===== config.mk =====
export PLATFORM = sky130hd
export DESIGN_NAME = cci_irq
export DESIGN_NICKNAME = d
export VERILOG_FILES = /design/src/hdl/cci_pkg.sv /design/src/hdl/cci_irq.sv
export SDC_FILE = /design/constraint.sdc
export NUM_CORES = 1
export LEC_CHECK = 0
export BUFFER_PORTS_ARGS = -buffer_cell sky130_fd_sc_hd__buf_2
export CORE_AREA = 2 2 192 147
export CTS_BUF_LIST = sky130_fd_sc_hd__clkbuf_8
export DETAILED_ROUTE_END_ITERATION = 10
export DIE_AREA = 0 0 194 149
export SETUP_SLACK_MARGIN = 0.15
export SLEW_MARGIN = 40
export SYNTH_ARGS = -nofsm -noshare
export SYNTH_HDL_FRONTEND = slang
export SYNTH_SLANG_ARGS = --single-unit

===== constraint.sdc =====
create_clock -name sys_clk -period 1.8 [get_ports sys_clk]
set_input_delay 0.09 -clock sys_clk [delete_from_list [all_inputs] [get_ports sys_clk]]
set_output_delay 0.09 -clock sys_clk [all_outputs]
set_load 0.05 [all_outputs]

===== src/hdl/cci_pkg.sv =====
// Constants for the core interrupt detection and masking block
package cci_pkg;

   // Register byte offsets on the Avalon-MM slave
   localparam logic [4:0] OFF_STATUS = 5'h00;
   localparam logic [4:0] OFF_CAUSE = 5'h04;
   localparam logic [4:0] OFF_INTREG = 5'h08;
   localparam logic [4:0] OFF_COUNT = 5'h0C;
   localparam logic [4:0] OFF_COMPARE = 5'h10;
   localparam logic [4:0] OFF_EVT_STAT = 5'h14;
   localparam logic [4:0] OFF_EVT_CLR = 5'h18;
   localparam logic [4:0] OFF_EVT_EN = 5'h1C;

   // Status register field positions
   localparam int ST_IE_POS = 0;
   localparam int ST_EXL_POS = 1;
   localparam int ST_MASK_LSB = 8;

   // Cause register field positions
   localparam int CA_PEND_LSB = 8;
   localparam int CA_SW_LSB = 8;
   localparam int CA_HW_LSB = 10;
   localparam int CA_TMR_POS = 15;

   // Event status bit positions
   localparam int EV_CORE_IRQ = 0;
   localparam int EV_NMI = 1;
   localparam int EV_TIMER = 2;
   localparam int EV_W = 3;

   // Values after reset
   localparam logic NMI_PIN_IDLE = 1'b1;
   localparam logic WAIT_IDLE = 1'b1;
   localparam logic [7:0] MASK_RST = 8'h00;
   localparam logic [31:0] COUNT_RST = 32'h0000_0000;
   localparam logic [31:0] COMPARE_RST = 32'h0000_0000;

   // Exception vector shared by reset and non-maskable request (arbitrary default)
   localparam logic [31:0] RESET_VECTOR = 32'hBFC0_0000;

endpackage : cci_pkg


===== src/hdl/cci_irq.sv =====
// Core interrupt detection, masking and non-maskable request logic
`timescale 1ns/1ps

module cci_irq (
   // Clock, reset and freeze
   input wire logic sys_clk,
   input wire logic rst_b,
   input wire logic clk_en,
   // Avalon-MM slave
   input wire logic [4:0] avs_address,
   input wire logic avs_read,
   input wire logic avs_write,
   input wire logic [31:0] avs_writedata,
   input wire logic [3:0] avs_byteenable,
   output logic [31:0] avs_readdata,
   output logic avs_waitrequest,
   // Interrupt sources
   input wire logic nmi_in_b,
   input wire logic core_master_clock_out,
   input wire logic [4:0] hw_irq_lines,
   input wire logic pipeline_run,
   // Pipeline side
   output logic core_irq,
   output logic nmi_request,
   output logic nmi_redirect,
   output logic [31:0] redirect_vector,
   // Event interrupt
   output logic irq_out
);

   // All state of the block
   typedef struct packed {
      logic nmi_s1;
      logic nmi_s2;
      logic mco_s1;
      logic mco_s2;
      logic mco_prev;
      logic [4:0] line_s1;
      logic [4:0] line_s2;
      logic nmi_lat;
      logic nmi_req;
      logic nmi_served;
      logic redirect;
      logic [31:0] vector;
      logic ie;
      logic exception_level_bit;
      logic [7:0] mask;
      logic [1:0] sw_pend;
      logic [4:0] hw_pend;
      logic tmr_pend;
      logic [4:0] int_reg;
      logic [31:0] count;
      logic [31:0] compare;
      logic core_irq;
      logic [cci_pkg::EV_W-1:0] evt_stat;
      logic [cci_pkg::EV_W-1:0] evt_en;
      logic irq_out;
      logic waitreq;
      logic [31:0] rdata;
   } cci_state_t;

   localparam cci_state_t ST_RST = '{
      nmi_s1: cci_pkg::NMI_PIN_IDLE,
      nmi_s2: cci_pkg::NMI_PIN_IDLE,
      nmi_lat: cci_pkg::NMI_PIN_IDLE,
      waitreq: cci_pkg::WAIT_IDLE,
      mask: cci_pkg::MASK_RST,
      count: cci_pkg::COUNT_RST,
      compare: cci_pkg::COMPARE_RST,
      default: '0
   };

   cci_state_t st_reg;
   cci_state_t st_next;

   // Byte-lane merge of a write into a stored word
   function automatic logic [31:0] be_merge(input logic [31:0] old_v,
                                            input logic [31:0] new_v,
                                            input logic [3:0] be);
      logic [31:0] res;
      res = old_v;
      for (int i = 0; i < 4; i++) begin
         if (be[i]) begin
            res[i*8 +: 8] = new_v[i*8 +: 8];
         end
      end
      return res;
   endfunction : be_merge

   // Full cause view: pending bits at 15:8
   function automatic logic [7:0] pend_of(input cci_state_t s);
      return {s.tmr_pend, s.hw_pend, s.sw_pend};
   endfunction : pend_of

   // Combined masked request with enable and exception level
   function automatic logic irq_of(input cci_state_t s);
      return (|(pend_of(s) & s.mask)) & s.ie & ~s.exception_level_bit;
   endfunction : irq_of

   logic bus_req;
   logic wr_go;
   logic rd_first;
   logic tmr_match;
   logic mco_rise;
   logic [31:0] status_view;
   logic [31:0] cause_view;
   logic [31:0] wr_status;
   logic [31:0] wr_cause;
   logic [31:0] wr_intreg;
   logic [31:0] wr_evt_en;

   // Bus request phases: first edge answers, second edge commits the write
   assign bus_req = avs_read | avs_write;
   assign rd_first = bus_req & st_reg.waitreq;
   assign wr_go = avs_write & ~st_reg.waitreq;
   assign tmr_match = st_reg.count == st_reg.compare;
   assign mco_rise = st_reg.mco_s2 & ~st_reg.mco_prev;

   // Register views shared by read and write paths
   always_comb begin
      status_view = 32'h0000_0000;
      status_view[cci_pkg::ST_IE_POS] = st_reg.ie;
      status_view[cci_pkg::ST_EXL_POS] = st_reg.exception_level_bit;
      status_view[cci_pkg::ST_MASK_LSB +: 8] = st_reg.mask;
      cause_view = 32'h0000_0000;
      cause_view[cci_pkg::CA_PEND_LSB +: 8] = pend_of(st_reg);
      wr_status = be_merge(status_view, avs_writedata, avs_byteenable);
      wr_cause = be_merge(cause_view, avs_writedata, avs_byteenable);
      // Narrow registers merge through full-width images, then keep their low bits
      wr_intreg = be_merge({27'h0, st_reg.int_reg}, avs_writedata, avs_byteenable);
      wr_evt_en = be_merge({29'h0, st_reg.evt_en}, avs_writedata, avs_byteenable);
   end

   // Next-state logic; low clock enable freezes everything
   always_comb begin
      st_next = st_reg;
      if (clk_en) begin
         // Two-flop synchronisers for outside inputs
         st_next.nmi_s1 = nmi_in_b;
         st_next.nmi_s2 = st_reg.nmi_s1;
         st_next.mco_s1 = core_master_clock_out;
         st_next.mco_s2 = st_reg.mco_s1;
         st_next.mco_prev = st_reg.mco_s2;
         st_next.line_s1 = hw_irq_lines;
         st_next.line_s2 = st_reg.line_s1;

         // Latch only on master clock out rising edge
         if (mco_rise) begin
            st_next.nmi_lat = st_reg.nmi_s2;
         end
         st_next.nmi_req = ~st_next.nmi_lat;

         // One redirect per request, taken only while running, never masked
         st_next.redirect = 1'b0;
         if (!st_reg.nmi_req) begin
            st_next.nmi_served = 1'b0;
         end else if (pipeline_run && !st_reg.nmi_served) begin
            st_next.redirect = 1'b1;
            st_next.nmi_served = 1'b1;
            st_next.vector = cci_pkg::RESET_VECTOR;
         end

         // Interrupt register ORed with live lines
         st_next.hw_pend = st_reg.int_reg | st_reg.line_s2;

         // Free-running count
         st_next.count = st_reg.count + 32'h0000_0001;

         // Register writes commit on the edge that raises waitrequest again
         if (wr_go) begin
            case (avs_address)
               cci_pkg::OFF_STATUS: begin
                  st_next.ie = wr_status[cci_pkg::ST_IE_POS];
                  st_next.exception_level_bit = wr_status[cci_pkg::ST_EXL_POS];
                  st_next.mask = wr_status[cci_pkg::ST_MASK_LSB +: 8];
               end
               cci_pkg::OFF_CAUSE: begin
                  // Only the software bits are writable
                  st_next.sw_pend = wr_cause[cci_pkg::CA_SW_LSB +: 2];
               end
               cci_pkg::OFF_INTREG: begin
                  st_next.int_reg = wr_intreg[4:0];
               end
               cci_pkg::OFF_COUNT: begin
                  st_next.count = be_merge(st_reg.count, avs_writedata, avs_byteenable);
               end
               cci_pkg::OFF_COMPARE: begin
                  st_next.compare = be_merge(st_reg.compare, avs_writedata, avs_byteenable);
               end
               cci_pkg::OFF_EVT_EN: begin
                  st_next.evt_en = wr_evt_en[cci_pkg::EV_W-1:0];
               end
               default: begin
               end
            endcase
         end

         // Timer pending: compare write clears, a match in the same cycle wins
         if (wr_go && avs_address == cci_pkg::OFF_COMPARE) begin
            st_next.tmr_pend = 1'b0;
         end
         if (tmr_match) begin
            st_next.tmr_pend = 1'b1;
         end

         // AND-OR of pending with mask, then enable and level
         st_next.core_irq = irq_of(st_reg);

         // Sticky events: clear first, then set so a new event is never lost
         if (wr_go && avs_address == cci_pkg::OFF_EVT_CLR) begin
            st_next.evt_stat = st_reg.evt_stat & ~avs_writedata[cci_pkg::EV_W-1:0];
         end
         if (st_next.core_irq && !st_reg.core_irq) begin
            st_next.evt_stat[cci_pkg::EV_CORE_IRQ] = 1'b1;
         end
         if (st_next.redirect) begin
            st_next.evt_stat[cci_pkg::EV_NMI] = 1'b1;
         end
         if (tmr_match) begin
            st_next.evt_stat[cci_pkg::EV_TIMER] = 1'b1;
         end
         st_next.irq_out = |(st_reg.evt_stat & st_reg.evt_en);

         // Bus handshake: one wait cycle, answer with data, then back to wait
         st_next.waitreq = ~rd_first;
         if (rd_first) begin
            case (avs_address)
               cci_pkg::OFF_STATUS: st_next.rdata = status_view;
               cci_pkg::OFF_CAUSE: st_next.rdata = cause_view;
               cci_pkg::OFF_INTREG: st_next.rdata = {27'h0, st_reg.int_reg};
               cci_pkg::OFF_COUNT: st_next.rdata = st_reg.count;
               cci_pkg::OFF_COMPARE: st_next.rdata = st_reg.compare;
               cci_pkg::OFF_EVT_STAT: st_next.rdata = {29'h0, st_reg.evt_stat};
               cci_pkg::OFF_EVT_EN: st_next.rdata = {29'h0, st_reg.evt_en};
               default: st_next.rdata = 32'h0000_0000;
            endcase
         end
      end
   end

   // State register
   always_ff @(posedge sys_clk or negedge rst_b) begin
      if (!rst_b) begin
         st_reg <= ST_RST;
      end else begin
         st_reg <= st_next;
      end
   end

   // Outputs straight from state
   assign avs_readdata = st_reg.rdata;
   assign avs_waitrequest = st_reg.waitreq;
   assign core_irq = st_reg.core_irq;
   assign nmi_request = st_reg.nmi_req;
   assign nmi_redirect = st_reg.redirect;
   assign redirect_vector = st_reg.vector;
   assign irq_out = st_reg.irq_out;
endmodule : cci_irq


==> results.tsv <==
stage	metric	value	unit
run_status	outcome	finished clean	
critical_path	critPathKind	reg2reg	
finish	antenna_cells	0	
timing	relSlewSlack	53.3	%
logic_synthesis	synth.distinct_cells	68	
floorplan	die_area	28900	um^2
timing	final.period_utilization	97.3	%
detailed_routing	wl_per_cell	19.6	um
finish	largest_reg_flops	102	
critical_path	cp_data_arrival_time	2100	ps
clock_network	cts_tree	built	
floorplan	die_width	194	um
floorplan	die_y	149	um
grt	grt_overflow	0	
floorplan	initial_utilization	29.1	%
pwr	peakVddDrop	0.000538	V
logic_synthesis	synth_compound_gate_area_share	16.3	%
logic_synthesis	netlist_area	7960	um^2
finish	final_nets	1045	
logic_synthesis	synth.ff_latch_count	148	
placed_design	placed_area	9150	um^2
timing	min_period	1750	ps
clock_network	cts_made_buffers	17	
detailed_routing	drt_first_iter_violations	585	
clock_network	htree_num_levels	4	
detailed_routing	viasPerCell	5.23	
timing	whs	61.5	ps
floorplan	core	27300	um^2
critical_path	cp.required	2150	ps
finish	post_route_cells_drive_above_1_share	44.7	%
job	cap_violations	0	
grt	grt_max_degree	56	
placed_design	gp_congestion	0.926	
clock_network	cts.sinks	148	
clock_network	root_buffer	clkbuf_8	
placed_design	dp_hpwl	18600	um
timing	worst_pin_slew	701	ps
finish	instances_no_fill	1360	
critical_path	r2r_setup_slack	50	ps
logic_synthesis	synthSimpleGateAreaFrac	14.0	%
pwr	power_density	816	nW/um^2
logic_synthesis	synthXorXnorAreaFrac	3.52	%
logic_synthesis	synth-main-ff-cell	dfrtp_1	
detailed_routing	firstDrtPassIters	5	
floorplan	pin_count	123	
logic_synthesis	syn_avg_cell_area	10.1	um^2
placed_design	dpl.cell_count	1246	
clock_network	clk_pin_slew	90	ps
logic_synthesis	synth_edf_count	0	
logic_synthesis	synth_cells	785	
timing	fin_worst_skew	20.9	ps
detailed_routing	wl	26600	um
logic_synthesis	synth_top_family_by_area	compound AO/OA/AOI/OAI gates	
clock_network	clk_latency	490	ps
hold_path	hold_path_class	in2reg	
timing	final_max_slew_viol_count	0	
placed_design	io_buffer_count	99	
detailed_routing	ant_nets	0	
grt	grt_pass1_vias	6634	
critical_path	cp-start-kind	flip-flop	
grt	antenna_found_initial	0	
detailed_routing	drc	0	
grt	grt_first_pass_wirelength	39100	um
timing	finalHoldViolCount	0	
floorplan	core.rowCount	53	
finish	syn2layout_area_growth	38.3	%
logic_synthesis	yosysSeqAreaShare	46.6	%
timing	rsz0062_at_grt	true	
timing	fmax	0.571	GHz
critical_path	crit_path_max_fanout	6	
grt	gr-usage-all-layers	17.7	%
detailed_routing	num_vias	7115	
timing	finalSetupViolCount	0	
clock_network	clk_path_buf_depth	2	
critical_path	end_kind	flip-flop	
logic_synthesis	synth.mux.area_fraction	10.0	%
logic_synthesis	yosysWarnings	0	
logic_synthesis	async_flop_share	100	%
pwr	leakage	4.89	nW
logic_synthesis	synthAdderAreaFrac	0.157	%
finish	fin_area	11000	um^2
## routing by layer
| layer | track usage [%] | vias to the layer above | wire [um] |
|---|---|---|---|
| met1 | 26.0 | 3543 | 12400 |
| met2 | 25.5 | 338 | 11500 |
| met5 | 0 | - | 0 |
| met3 | 4.93 | 45 | 2170 |
| met4 | 4.77 | 0 | 499 |
| li1 | - | 3189 | - |
## stage by stage
stage	total power, mW	util (%)	TNS, ps	setup WS (ps)
5_1_grt	9.37	40.3	0	7.61
4_1_cts	8.70	37.6	0	109
6_report	8.99	40.3	0	48.4
3_5_place_dp	5.75	33.5	-187	-66.7
3_3_place_gp	5.72	33.5	-6.61	-6.61
2_1_floorplan	5.07	-	0	48.7
## area by class of cell
cell class / count / area, um^2
Fill cell: 2686 / 16300
Multi-Input combinational cell: 537 / 4310
Sequential cell: 148 / 3720
Timing Repair Buffer: 274 / 2090
Tap cell: 357 / 447
Clock buffer: 18 / 248
Clock inverter: 14 / 151
Inverter: 12 / 45.0
## report_power, final
group	switching, mW	internal (mW)
Clock	1.37	1.38
Sequential	0.280	3.63
Combinational	1.33	1.01
## cell usage in the layout, fill, tap and decap left out, drive strengths merged, types with 3 or more instances in the layout
master	Yosys	routed
a211oi	9	9
a21o	6	6
a21oi	40	40
a221oi	3	3
a222oi	3	3
a22o	5	5
a22oi	39	39
a2bb2oi	5	5
a311oi	4	4
and2	3	3
and3	10	10
and4	6	6
buf	90	232
bufinv	0	3
clkbuf	22	18
clkinv	0	3
conb	1	23
dfrtp	144	144
dfstp	4	4
dlygate4sd3	0	42
inv	12	18
mux2	69	69
nand2	73	74
nand3	29	30
nand4	15	15
nand4b	3	3
nor2	35	35
nor3	11	11
nor4	6	6
o211ai	3	3
o21a	3	3
o21ai	47	47
o22ai	13	13
or3	5	5
or4	3	3
xnor2	27	27
xor2	5	5
## worst max-delay path, cell delays in order, from the launching register on
cell     delay (ps)
dfstp_2         580
and4b_2         290
buf_6           150
and3_4          210
a41o_1          200
a21oi_1         130
a21oi_1          60
## cells in the mapped netlist, types with 3 or more instances
| master | count | area share (%) |
|---|---|---|
| dfrtp_1 | 144 | 45 |
| nand2_1 | 73 | 3.4 |
| buf_4 | 70 | 6.6 |
| mux2_2 | 69 | 9.8 |
| o21ai_0 | 47 | 3.0 |
| a21oi_1 | 40 | 2.5 |
| a22oi_1 | 39 | 3.7 |
| nor2_1 | 34 | 1.6 |
| xnor2_1 | 27 | 3.0 |
| nand3_1 | 24 | 1.5 |
| clkbuf_1 | 22 | 1.0 |
| nand4_1 | 15 | 1.2 |
| buf_2 | 14 | 0.88 |
| o22ai_1 | 13 | 1.0 |
| inv_1 | 12 | 0.57 |
| and3_1 | 10 | 0.79 |
| a211oi_1 | 9 | 0.85 |
| nor3_1 | 8 | 0.50 |
| a21o_1 | 6 | 0.57 |
| and4_1 | 6 | 0.66 |
| a22o_1 | 5 | 0.55 |
| a2bb2oi_1 | 5 | 0.55 |
| buf_1 | 5 | 0.24 |
| nand3_2 | 5 | 0.63 |
| nor4_1 | 5 | 0.39 |
| or3_1 | 5 | 0.39 |
| xor2_1 | 5 | 0.55 |
| a311oi_1 | 4 | 0.44 |
| dfstp_2 | 4 | 1.3 |
| a221oi_1 | 3 | 0.33 |
| a222oi_1 | 3 | 0.38 |
| nand4b_1 | 3 | 0.33 |
| o211ai_1 | 3 | 0.28 |
| o21a_1 | 3 | 0.28 |
| or4_1 | 3 | 0.28 |
## kinds of logic after synthesis
group / count (synthesis)
AO/OA/AOI/OAI: 197
buffers and inverters: 124
adder cells (fa/ha/maj): 1
AND/OR/NAND/NOR: 211
flip-flops: 148
other: 1
XOR/XNOR: 32
multiplexers: 71
## repair_timing
item	4_1_cts	5_1_grt
hold endpoints to repair	172	0
setup endpoints to repair	56	76
pin swaps	22	40
buffers inserted	15	23
resized for setup	38	132
gates cloned	2	0
hold buffers	42	0
## final timing paths
path                              startpoint          endpoint  cells after the start
max                          avs_waitrequest        st_reg[82]                      6
min                        avs_byteenable[3]       st_reg[100]                      3
max reg2reg                  avs_waitrequest        st_reg[82]                      6
min reg2reg                  avs_readdata[8]   avs_readdata[8]                      1
max in group asynchronous              rst_b       st_reg[178]                      3
min in group asynchronous              rst_b  avs_readdata[26]                      2
(Power assumes the default switching activity.)
